### config.mk
export PLATFORM = sky130hd
export DESIGN_NAME = bsd_decoder
export DESIGN_NICKNAME = d
export VERILOG_FILES = /design/src/common/bsd_pkg.sv /design/src/verilog/bsd_decoder.sv
export SDC_FILE = /design/constraint.sdc
export NUM_CORES = 1
export LEC_CHECK = 0
export ABC_CLOCK_PERIOD_IN_PS = 2500
export BUFFER_PORTS_ARGS = -buffer_cell sky130_fd_sc_hd__clkbuf_2
export CORE_AREA = 2 2 271 273
export DETAILED_ROUTE_END_ITERATION = 12
export DIE_AREA = 0 0 273 275
export GPL_ROUTABILITY_DRIVEN = 0
export GPL_TIMING_DRIVEN = 0
export PLACE_DENSITY_LB_ADDON = 0.05
export SLEW_MARGIN = 20
export SYNTH_ARGS = -nofsm -noshare
export SYNTH_HDL_FRONTEND = slang
export SYNTH_SLANG_ARGS = --single-unit
### constraint.sdc
create_clock -name pclk -period 2.5 [get_ports pclk]
set_input_delay 0.625 -clock pclk [delete_from_list [all_inputs] [get_ports pclk]]
set_output_delay 0.625 -clock pclk [all_outputs]
set_load 0.01 [all_outputs]
### src/common/bsd_pkg.sv
////////////////////////////////////////////////////////////////////////////////
// Shared constants and types for the bundle syllable decoder.
package bsd_pkg;
	////////////////////////////////////////////////////////////////////////////////
	// Syllable layout.
	localparam int SLOTS = 4; // Most syllables in one bundle.
	localparam int SYL_W = 32; // Width of one syllable.
	localparam int STOP_BIT = 31; // Terminator flag position.
	localparam int ASSOC_BIT = 23; // Extension association: 0 left, 1 right.
	localparam int EXT_W = 23; // Payload bits of an extension syllable.
	localparam int SHORT_W = 9; // Width of the short constant field.
	localparam int SHORT_LSB = 12; // Position of the short constant field.
	localparam int IMM_FORM_BIT = 27; // Set when an operation uses a constant.
	localparam int EXT_TAG_LSB = 24; // Low bit of the extension marker field.
	localparam logic [6:0] EXT_TAG = 7'h5A; // Marker value for an extension.
	localparam int RESULT_W = 40; // Width of a raw arithmetic result.
	////////////////////////////////////////////////////////////////////////////////
	// Register map and reset values.
	localparam logic [11:0] OFF_CTRL = 12'h000; // Decoder enable.
	localparam logic [11:0] OFF_STATUS = 12'h004; // Sticky events, read clears.
	localparam logic [11:0] OFF_MASK = 12'h008; // Interrupt mask.
	localparam logic [11:0] OFF_COUNT = 12'h00C; // Committed bundle count.
	localparam logic CTRL_RST = 1'b1; // Decoder runs after reset.
	localparam logic [2:0] MASK_RST = 3'h0; // All events masked after reset.
	localparam int EV_W = 3; // Number of event bits.
	localparam int EV_DONE = 0; // A bundle committed.
	localparam int EV_MALFORMED = 1; // Four syllables without a terminator.
	localparam int EV_EXCEPT = 2; // A bundle was squashed by an exception.
	////////////////////////////////////////////////////////////////////////////////
	// Types.
	typedef enum logic [2:0] {
		PH_COLLECT, PH_DECODE, PH_ISSUE, PH_WAIT, PH_COMMIT
	} bsd_phase_t;
	// One decoded slot as handed to the execution units.
	typedef struct packed {
		logic is_op; // Slot holds an operation.
		logic is_ext; // Slot holds an extension value.
		logic is_imm; // Operation uses a constant operand.
		logic extended; // Constant was widened by a neighbour.
		logic [31:0] imm; // Resolved signed constant.
		logic [31:0] syl; // Raw syllable.
	} bsd_op_t;
	// Whole state of the decoder.
	typedef struct packed {
		bsd_phase_t phase;
		logic [SLOTS-1:0][SYL_W-1:0] slots;
		logic [2:0] count;
		logic [2:0] len;
		bsd_op_t [SLOTS-1:0] ops;
		logic [SLOTS-1:0] wr_en;
		logic [SLOTS-1:0][31:0] wr_data;
		logic malformed;
		logic ctrl_en;
		logic [EV_W-1:0] status;
		logic [EV_W-1:0] mask;
		logic [31:0] bundles;
		logic [31:0] prdata;
		logic pslverr;
	} bsd_state_t;
endpackage : bsd_pkg

### src/verilog/bsd_decoder.sv
`timescale 1ns/1ns
module bsd_decoder (
	input wire logic pclk,
	input wire logic presetn,
	input wire logic psel,
	input wire logic penable,
	input wire logic pwrite,
	input wire logic [11:0] paddr,
	input wire logic [31:0] pwdata,
	output logic [31:0] prdata,
	output logic pready,
	output logic pslverr,
	output logic irq,
	input wire logic fetch_valid,
	input wire logic [31:0] fetch_syllable,
	output logic fetch_ready,
	output logic issue_valid,
	output bsd_pkg::bsd_op_t [3:0] issue_ops,
	input wire logic exec_done,
	input wire logic [3:0] exec_exception,
	input wire logic [3:0][39:0] exec_result,
	output logic [3:0] wr_en,
	output logic [3:0][31:0] wr_data,
	output logic bundle_malformed
);
	////////////////////////////////////////////////////////////////////////////////
	// Decoding helpers.

	// An extension syllable carries the fixed marker; anything else is an operation.
	function automatic logic is_ext(input logic [31:0] syl);
		is_ext = (syl[bsd_pkg::EXT_TAG_LSB +: 7] == bsd_pkg::EXT_TAG);
	endfunction : is_ext

	// Decodes slot idx of a bundle of len syllables, pairing neighbouring extensions.
	function automatic bsd_pkg::bsd_op_t decode_slot(input logic [3:0][31:0] s,
		input logic [2:0] len, input logic [2:0] idx);
		bsd_pkg::bsd_op_t op;
		logic [31:0] left;
		logic [31:0] right;
		logic from_left;
		logic from_right;
		logic [8:0] short_c;
		op = '0;
		left = (idx == 3'h0) ? 32'h00000000 : s[idx - 3'h1];
		right = (idx == 3'h3) ? 32'h00000000 : s[idx + 3'h1];
		short_c = s[idx][bsd_pkg::SHORT_LSB +: bsd_pkg::SHORT_W];
		// Right-associating extension before, or left-associating after, in bundle.
		from_left = (idx != 3'h0) && is_ext(left) && left[bsd_pkg::ASSOC_BIT];
		from_right = ((idx + 3'h1) < len) && is_ext(right)
			&& !right[bsd_pkg::ASSOC_BIT];
		op.syl = s[idx];
		op.is_ext = (idx < len) && is_ext(s[idx]);
		op.is_op = (idx < len) && !is_ext(s[idx]);
		op.is_imm = op.is_op && s[idx][bsd_pkg::IMM_FORM_BIT];
		op.extended = op.is_imm && (from_left || from_right);
		if (op.is_imm && from_left) begin
			op.imm = {left[bsd_pkg::EXT_W-1:0], 9'h000} + {23'h000000, short_c};
		end else if (op.is_imm && from_right) begin
			op.imm = {right[bsd_pkg::EXT_W-1:0], 9'h000} + {23'h000000, short_c};
		end else if (op.is_imm) begin
			op.imm = {{23{short_c[8]}}, short_c};
		end else begin
			op.imm = 32'h00000000;
		end
		decode_slot = op;
	endfunction : decode_slot

	////////////////////////////////////////////////////////////////////////////////
	// State and per-slot decode.
	bsd_pkg::bsd_state_t st; // Registered state.
	bsd_pkg::bsd_state_t next_st; // Next state.
	bsd_pkg::bsd_op_t [3:0] decoded; // Combinational decode of the held bundle.
	logic setup; // APB setup phase.
	logic access; // APB access phase completing.
	localparam int EV_W_L = bsd_pkg::EV_W; // Width of the event vector.
	logic [EV_W_L-1:0] events; // Events raised this cycle.

	// Each slot is decoded against its neighbours; all four run in parallel.
	for (genvar g = 0; g < 4; g++) begin : g_slot
		assign decoded[g] = decode_slot(st.slots, st.len, 3'(g));
	end

	assign setup = psel && !penable;
	assign access = psel && penable;

	////////////////////////////////////////////////////////////////////////////////
	// Next-state logic.

	// Collects syllables, decodes, issues, waits for execution and commits.
	always_comb begin
		next_st = st;
		events = '0;
		next_st.malformed = 1'b0;
		next_st.wr_en = '0;
		case (st.phase)
			bsd_pkg::PH_COLLECT: begin
				// Syllables only flow while the decoder is enabled.
				if (fetch_valid && st.ctrl_en) begin
					next_st.slots[st.count[1:0]] = fetch_syllable;
					if (fetch_syllable[bsd_pkg::STOP_BIT]) begin
						// Terminator closes the bundle; next syllable starts anew.
						next_st.len = st.count + 3'h1;
						next_st.count = 3'h0;
						next_st.phase = bsd_pkg::PH_DECODE;
					end else if (st.count == 3'h3) begin
						// Fourth syllable with no terminator: discard everything.
						next_st.count = 3'h0;
						next_st.malformed = 1'b1;
						events[bsd_pkg::EV_MALFORMED] = 1'b1;
					end else begin
						next_st.count = st.count + 3'h1;
					end
				end
			end
			bsd_pkg::PH_DECODE: begin
				// Freeze the decode so the issued operands come from flip-flops.
				next_st.ops = decoded;
				next_st.phase = bsd_pkg::PH_ISSUE;
			end
			bsd_pkg::PH_ISSUE: begin
				next_st.phase = bsd_pkg::PH_WAIT;
			end
			bsd_pkg::PH_WAIT: begin
				// Nothing architectural moves until execution reports back.
				if (exec_done) begin
					if (|exec_exception) begin
						events[bsd_pkg::EV_EXCEPT] = 1'b1;
						next_st.phase = bsd_pkg::PH_COLLECT;
					end else begin
						for (int i = 0; i < 4; i++) begin
							next_st.wr_en[i] = st.ops[i].is_op;
							next_st.wr_data[i] = exec_result[i][31:0];
						end
						next_st.phase = bsd_pkg::PH_COMMIT;
					end
				end
			end
			bsd_pkg::PH_COMMIT: begin
				// Writes land now, ahead of the next bundle's issue.
				events[bsd_pkg::EV_DONE] = 1'b1;
				next_st.bundles = st.bundles + 32'h00000001;
				next_st.phase = bsd_pkg::PH_COLLECT;
			end
			default: begin
				next_st.phase = bsd_pkg::PH_COLLECT;
			end
		endcase
		// Register read data and error are captured in the setup phase.
		if (setup) begin
			next_st.pslverr = 1'b0;
			if (paddr == bsd_pkg::OFF_CTRL) begin
				next_st.prdata = {31'h00000000, st.ctrl_en};
			end else if (paddr == bsd_pkg::OFF_STATUS) begin
				next_st.prdata = {29'h00000000, st.status};
			end else if (paddr == bsd_pkg::OFF_MASK) begin
				next_st.prdata = {29'h00000000, st.mask};
			end else if (paddr == bsd_pkg::OFF_COUNT) begin
				next_st.prdata = st.bundles;
			end else begin
				next_st.prdata = 32'h00000000;
				next_st.pslverr = 1'b1;
			end
		end
		// Writes and read-clear take effect at the completing edge.
		if (access && pwrite && paddr == bsd_pkg::OFF_CTRL) begin
			next_st.ctrl_en = pwdata[0];
		end else if (access && pwrite && paddr == bsd_pkg::OFF_MASK) begin
			next_st.mask = pwdata[bsd_pkg::EV_W-1:0];
		end
		// Only bits shown to software are cleared; a new event wins over the clear.
		if (access && !pwrite && paddr == bsd_pkg::OFF_STATUS) begin
			next_st.status = (st.status & ~st.prdata[bsd_pkg::EV_W-1:0]) | events;
		end else begin
			next_st.status = st.status | events;
		end
	end

	////////////////////////////////////////////////////////////////////////////////
	// State register.

	// All state resets to constants and then follows the next-state copy.
	always_ff @(posedge pclk or negedge presetn) begin
		if (!presetn) begin
			st <= '0;
			st.phase <= bsd_pkg::PH_COLLECT;
			st.ctrl_en <= bsd_pkg::CTRL_RST;
			st.mask <= bsd_pkg::MASK_RST;
		end else begin
			st <= next_st;
		end
	end

	////////////////////////////////////////////////////////////////////////////////
	// Outputs.
	assign prdata = st.prdata;
	assign pready = 1'b1;
	assign pslverr = st.pslverr && access;
	assign irq = |(st.status & st.mask);
	assign fetch_ready = (st.phase == bsd_pkg::PH_COLLECT) && st.ctrl_en;
	assign issue_valid = (st.phase == bsd_pkg::PH_ISSUE);
	assign issue_ops = st.ops;
	assign wr_en = st.wr_en;
	assign wr_data = st.wr_data;
	assign bundle_malformed = st.malformed;
endmodule : bsd_decoder

; Yosys cells after proc, flatten, opt, wreduce, memory -nomap -nowiden
; Index checks and enable logic that the tools add are counted.
[word_totals]
register_bits = 614
in_bits = 247
elab_cells = 177
out_inout_bits = 442
[op_classes]
n_addsub = 8
n_eq_ne = 15
reduce_logical = 57
bitwise = 7
order_cmp = 6
n_mux = 41
[op_table]
columns = operator, count
row1 = $mux W32, 15
row2 = $mux W132, 3
row3 = $add A32 B9 Y32, 6
row4 = $mux W137, 1
row5 = $bwmux W128, 1
row6 = $demux W32 S2, 1
row7 = $logic_and A1 B1 Y1, 37
row8 = $add A32 B1 Y32 const B, 1
row9 = $eq A7 B7 Y1 const B, 4
row10 = $eq A12 B4 Y1 const B, 2
row11 = $mux W3, 7
row12 = $eq A12 B3 Y1 const B, 1
row13 = $logic_not A12 Y1, 1
row14 = $mux W1, 12
row15 = $pmux W3 S4, 1
row16 = $eq A3 B2 Y1 const B, 3
row17 = $logic_not A1 Y1, 9
row18 = $reduce_and A3 Y1, 3
row19 = $and A3 B3 Y3, 2
row20 = $lt A1 B3 Y1 const A, 2
row21 = $lt A2 B3 Y1 const A, 2
row22 = $ne A2 B2 Y1 const B, 3
row23 = $or A3 B3 Y3, 2
row24 = $reduce_and A2 Y1, 2
row25 = other kinds (11), 13

; Depth between registers and ports, before layout
[depth]
depth_word = 7
ltp_mapped = 8
ltp_nobuf = 6

; Worst setup path before layout
; OpenSTA, ideal clock, no wires.
[synth_path]
path_kind = input to register
start = in exec_exception[1]
end = reg st (netlist bit wr_data[0])
cell_stages = 6
t_arrival_ns = 1.991
required_ns = 2.375
setup_ns = 0.125
path_buffers = 3
setup_slack_ns = 0.385
cell_sequence = nor4_1 and4b_1 buf_2 buf_2 buf_2 mux2_2
[synth_via]
elab_chain_len = 3
[synth_lines]
columns = element, line_no
row1 = from (decl), bsd_decoder.sv:20  ; input wire logic [3:0] exec_exception,
row2 = $reduce_or A4 Y1, bsd_decoder.sv:126  ; if (|exec_exception) begin
row3 = $not A1 Y1 (no source line), -
row4 = $reduce_and A3 Y1 (no source line), -
row5 = to (signal assigned), bsd_decoder.sv:189  ; st <= next_st;
row6 = to (decl), bsd_decoder.sv:70  ; bsd_pkg::bsd_state_t st;
; No other way between the ends.
; A chain may end at the register's enable or synchronous reset.

; Final worst setup path
[layout_path]
start = reg st[612] in the netlist's numbering
end = reg st (netlist bit issue_ops[107])
[layout_via]
elab_chain_len = 1
[layout_lines]
columns = element, line_no
row1 = $eq A3 B1 Y1, bsd_decoder.sv:95  ; case (st.phase)
; No other way between the ends.

==> run summary <==
horizontal die dimension - 273 µm
setup repair after global routing missed its margin - no
flop and latch count out of synthesis - 614
worst reg2reg path startpoint - st[612]
htree depth - 3
effective utilization at floorplan - 37.40%
Layout fillers - 6,924
Inst Count DP - 3,877
number of clock buffers inserted by TritonCTS - 72
vias per inst - 4.725
final-report setup violation count - 0
main area contributors after synthesis - sky130_fd_sc_hd__dfrtp_1 (57%), sky130_fd_sc_hd__buf_4 (12%), sky130_fd_sc_hd__mux2_2 (11%)
final setup skew - 24.12 ps
power density relative to cell area - 888.0 nW/µm²
residual overflow from global routing - 0
HPWL after detailed placement - 65,810 µm
TritonCTS Sinks - 614
Core Footprint - 72,340 µm²
worst IR drop on VDD - 0.0004793 V
GR Util All Layers - 22.65%
number of nets still failing antenna checks after routing - 0
clock tree from TritonCTS - yes
Critical Path Fanout Max - 10
cell family contributing the most delay on the critical path - buffers and inverters
Least-Margin Pin Slew - 851.8 ps
CP dominant cell by count - sky130_fd_sc_hd__buf_2
# rows - 99
vias in the first global route - 19,590
WHS - 251.8 ps
worst r2r path cells - 6
sequential area share after synthesis - 56.80%
leakage power - 19.13 nW
net count after synthesis - 2,539
Final nets - 3,248
Die Span Y - 275 µm
Design Area, Final - 34,210 µm²
WL final - 86,080 µm
floorplan die area - 75,080 µm²
termination of the worst setup path - issue_ops[107]
slowest cell on the critical path - sky130_fd_sc_hd__clkbuf_1
root buf cell - sky130_fd_sc_hd__clkbuf_16
worst reg2reg setup slack - 120 ps
count of placed standard cells in the final layout, fillers left out - 4,010
Clock Path Buffers - 3
WS Path Type - flip-flop to flip-flop
dominant synthesized flop cell - sky130_fd_sc_hd__dfrtp_1
share of flip-flops with an asynchronous set or reset after synthesis - 100.0%
clock transition at the registers of the reported paths - 60 ps
Tmin final - 2381 ps
worst hold-check path type - input port to flip-flop
Worst-Skew Late Latency - 610 ps
tightest slew margin relative to the limit - 43.22%
Final Cycle Share - 95.24%
Syn Inst Count - 2,285
signal arrival time at the worst endpoint - 2900 ps
worst r2r dst - issue_ops[107]
area share of the leading cell type in the synthesized netlist - 56.70%
number of antenna violations at the first check in global routing - 5
Max Transition Viols Final - 0
DR WL/cell - 21.47 µm
highest attainable clock frequency - 420.0 MHz
count of vias placed by the detailed router - 18,950
nature of the critical path startpoint - flip-flop
number of maximum-capacitance constraint violations - 0
area of the multi-input gates - 7883 µm²
largest area contributor in the netlist - sky130_fd_sc_hd__dfrtp_1
number of buffers and inverters on the critical path - 3
Hold Vio Cnt, Final - 0
average instance area after synthesis - 11.84 µm²
Storage cell area - 15,370 µm²
synthesis-to-finish area growth - 26.47%
kind of capture point of the worst setup path - flip-flop
count of input and output buffers - 625
global-route wire length before repair - 125,900 µm
worst setup path startpoint - st[612]
cell depth of the worst setup path - 6
pre-CTS setup slack - -459.2 ps
Worst Setup Slack, final - 118.9 ps
Post-route DRC - 0
Top Ports - 689
result of the run - finished, final reports clean
count of synthesis-stage warnings from yosys - 0
largest net degree at the start of global routing - 90
critical path required time - 3020 ps
instance area after placement - 31,610 µm²
initial DRC count - 825
ordered cell list for the critical path - buf_2 > or3b_1 > buf_2 > a211oi_4 > clkbuf_1 > a22o_1
count of flip-flops with a built-in enable after synthesis - 0
fraction of layout instances using a drive strength above 1 - 50.61%
Critical Path Max Stage Delay - 670 ps
number of search-and-repair iterations in the first detailed-routing pass - 5
number of library cell types mapped by synthesis - 61
Mapped Area - 27,050 µm²
==> per-layer routing <==
layer | vias up | track usage, % | wire length [µm]
li1 | 8776 | - | -
met5 | - | 0 | 34
met1 | 9531 | 28.38 | 35790
met3 | 131 | 5.883 | 5812
met2 | 505 | 38.46 | 42150
met4 | 6 | 6.845 | 2291
==> worst min path at each step <==
stage,from,endpoint,cells after the start
6_report,exec_result[43],wr_data[35],2
5_1_grt,exec_result[148],wr_data[124],2
4_1_cts,exec_result[64],wr_data[56],2
3_5_place_dp,flip-flop,issue_ops[99],2
3_3_place_gp,flip-flop,issue_ops[99],2
2_1_floorplan,presetn,async pin,0
==> where the power goes <==
part	total [W]	internal [W]	switching [W]
combinational	0.00740	0.00362	0.00378
clock	0.0112	0.00689	0.00427
sequential	0.0118	0.0112	0.000660
==> cell usage after synthesis, types with 2 or more instances <==
cell type,number
sky130_fd_sc_hd__a21o_1,8
sky130_fd_sc_hd__a21oi_1,4
sky130_fd_sc_hd__a221o_1,46
sky130_fd_sc_hd__a22o_1,70
sky130_fd_sc_hd__and2_1,7
sky130_fd_sc_hd__and3_1,8
sky130_fd_sc_hd__and4_1,8
sky130_fd_sc_hd__and4bb_2,2
sky130_fd_sc_hd__buf_1,4
sky130_fd_sc_hd__buf_2,47
sky130_fd_sc_hd__buf_4,444
sky130_fd_sc_hd__buf_6,4
sky130_fd_sc_hd__clkbuf_1,45
sky130_fd_sc_hd__dfrtp_1,613
sky130_fd_sc_hd__ha_1,7
sky130_fd_sc_hd__inv_1,11
sky130_fd_sc_hd__mux2_2,263
sky130_fd_sc_hd__mux2i_1,2
sky130_fd_sc_hd__nand2_1,423
sky130_fd_sc_hd__nand2_2,2
sky130_fd_sc_hd__nand2b_1,4
sky130_fd_sc_hd__nand3_1,17
sky130_fd_sc_hd__nand3b_1,3
sky130_fd_sc_hd__nand4_1,10
sky130_fd_sc_hd__nor2_1,61
sky130_fd_sc_hd__nor2b_1,3
sky130_fd_sc_hd__nor3_1,5
sky130_fd_sc_hd__nor3b_2,2
sky130_fd_sc_hd__nor4_1,21
sky130_fd_sc_hd__nor4b_2,2
sky130_fd_sc_hd__o211a_1,23
sky130_fd_sc_hd__o21ai_0,22
sky130_fd_sc_hd__o22a_1,24
sky130_fd_sc_hd__o22ai_1,9
sky130_fd_sc_hd__o31ai_1,4
sky130_fd_sc_hd__o41ai_1,2
sky130_fd_sc_hd__or3_1,2
sky130_fd_sc_hd__xnor2_1,24
sky130_fd_sc_hd__xor2_1,7
==> area by class of cell <==
class	instances	area share, %
tap	959	3.507
inverter	11	0.1207
buffer	543	11.17
multi-input combinational	1116	23.04
sequential	614	44.91
timing repair buffer	636	9.921
antenna	2	0.01463
clock buffer	110	6.312
clock inverter	19	1.006
==> logic make-up (layout without fill, tap and decap cells) <==
logic type	count (synthesis)	after routing	synth area share (%)
other	1	3	0.01386
XOR/XNOR	31	31	1.004
AND/OR/NAND/NOR	591	591	9.578
AO/OA/AOI/OAI	220	220	6.988
adder cells (fa/ha/maj)	7	7	0.3237
buffers and inverters	555	1319	14.19
flip-flops	614	614	56.80
multiplexers	266	266	11.10
==> layout by cell type (no fill, tap or decap), types with 9 or more instances in the layout <==
| cell | n |
|---|---|
| sky130_fd_sc_hd__clkbuf_2 | 640 |
| sky130_fd_sc_hd__dfrtp_1 | 613 |
| sky130_fd_sc_hd__buf_4 | 445 |
| sky130_fd_sc_hd__nand2_1 | 423 |
| sky130_fd_sc_hd__mux2_2 | 263 |
| sky130_fd_sc_hd__clkbuf_16 | 76 |
| sky130_fd_sc_hd__a22o_1 | 70 |
| sky130_fd_sc_hd__nor2_1 | 61 |
| sky130_fd_sc_hd__clkbuf_1 | 49 |
| sky130_fd_sc_hd__buf_2 | 47 |
| sky130_fd_sc_hd__a221o_1 | 46 |
| sky130_fd_sc_hd__o22a_1 | 24 |
| sky130_fd_sc_hd__xnor2_1 | 24 |
| sky130_fd_sc_hd__o211a_1 | 23 |
| sky130_fd_sc_hd__o21ai_0 | 22 |
| sky130_fd_sc_hd__nor4_1 | 20 |
| sky130_fd_sc_hd__nand3_1 | 17 |
| sky130_fd_sc_hd__clkbuf_8 | 14 |
| sky130_fd_sc_hd__inv_1 | 11 |
| sky130_fd_sc_hd__nand4_1 | 10 |
| sky130_fd_sc_hd__o22ai_1 | 9 |
| sky130_fd_sc_hd__bufinv_16 | 9 |
==> repair_timing <==
action                                  CTS  global route
buffers inserted                          2             0
pin swaps                                 0             0
gates resized for setup                  12            21
endpoints found under the setup margin  177           105
cloned                                    0             0
hold endpoints to repair                 24             0
hold buffers                              1             0
==> metrics by stage <==
step,power (W),setup TNS [ps],utilization [%]
global route,0.03184,0,47.30
finish,0.03038,0,47.30
CTS,0.03080,0,47.23
floorplan,0.01639,0,-
global placement,0.01936,-8622350,43.38
detailed placement,0.01951,-55640,43.70
No activity file was read; power rests on OpenSTA's default activity.
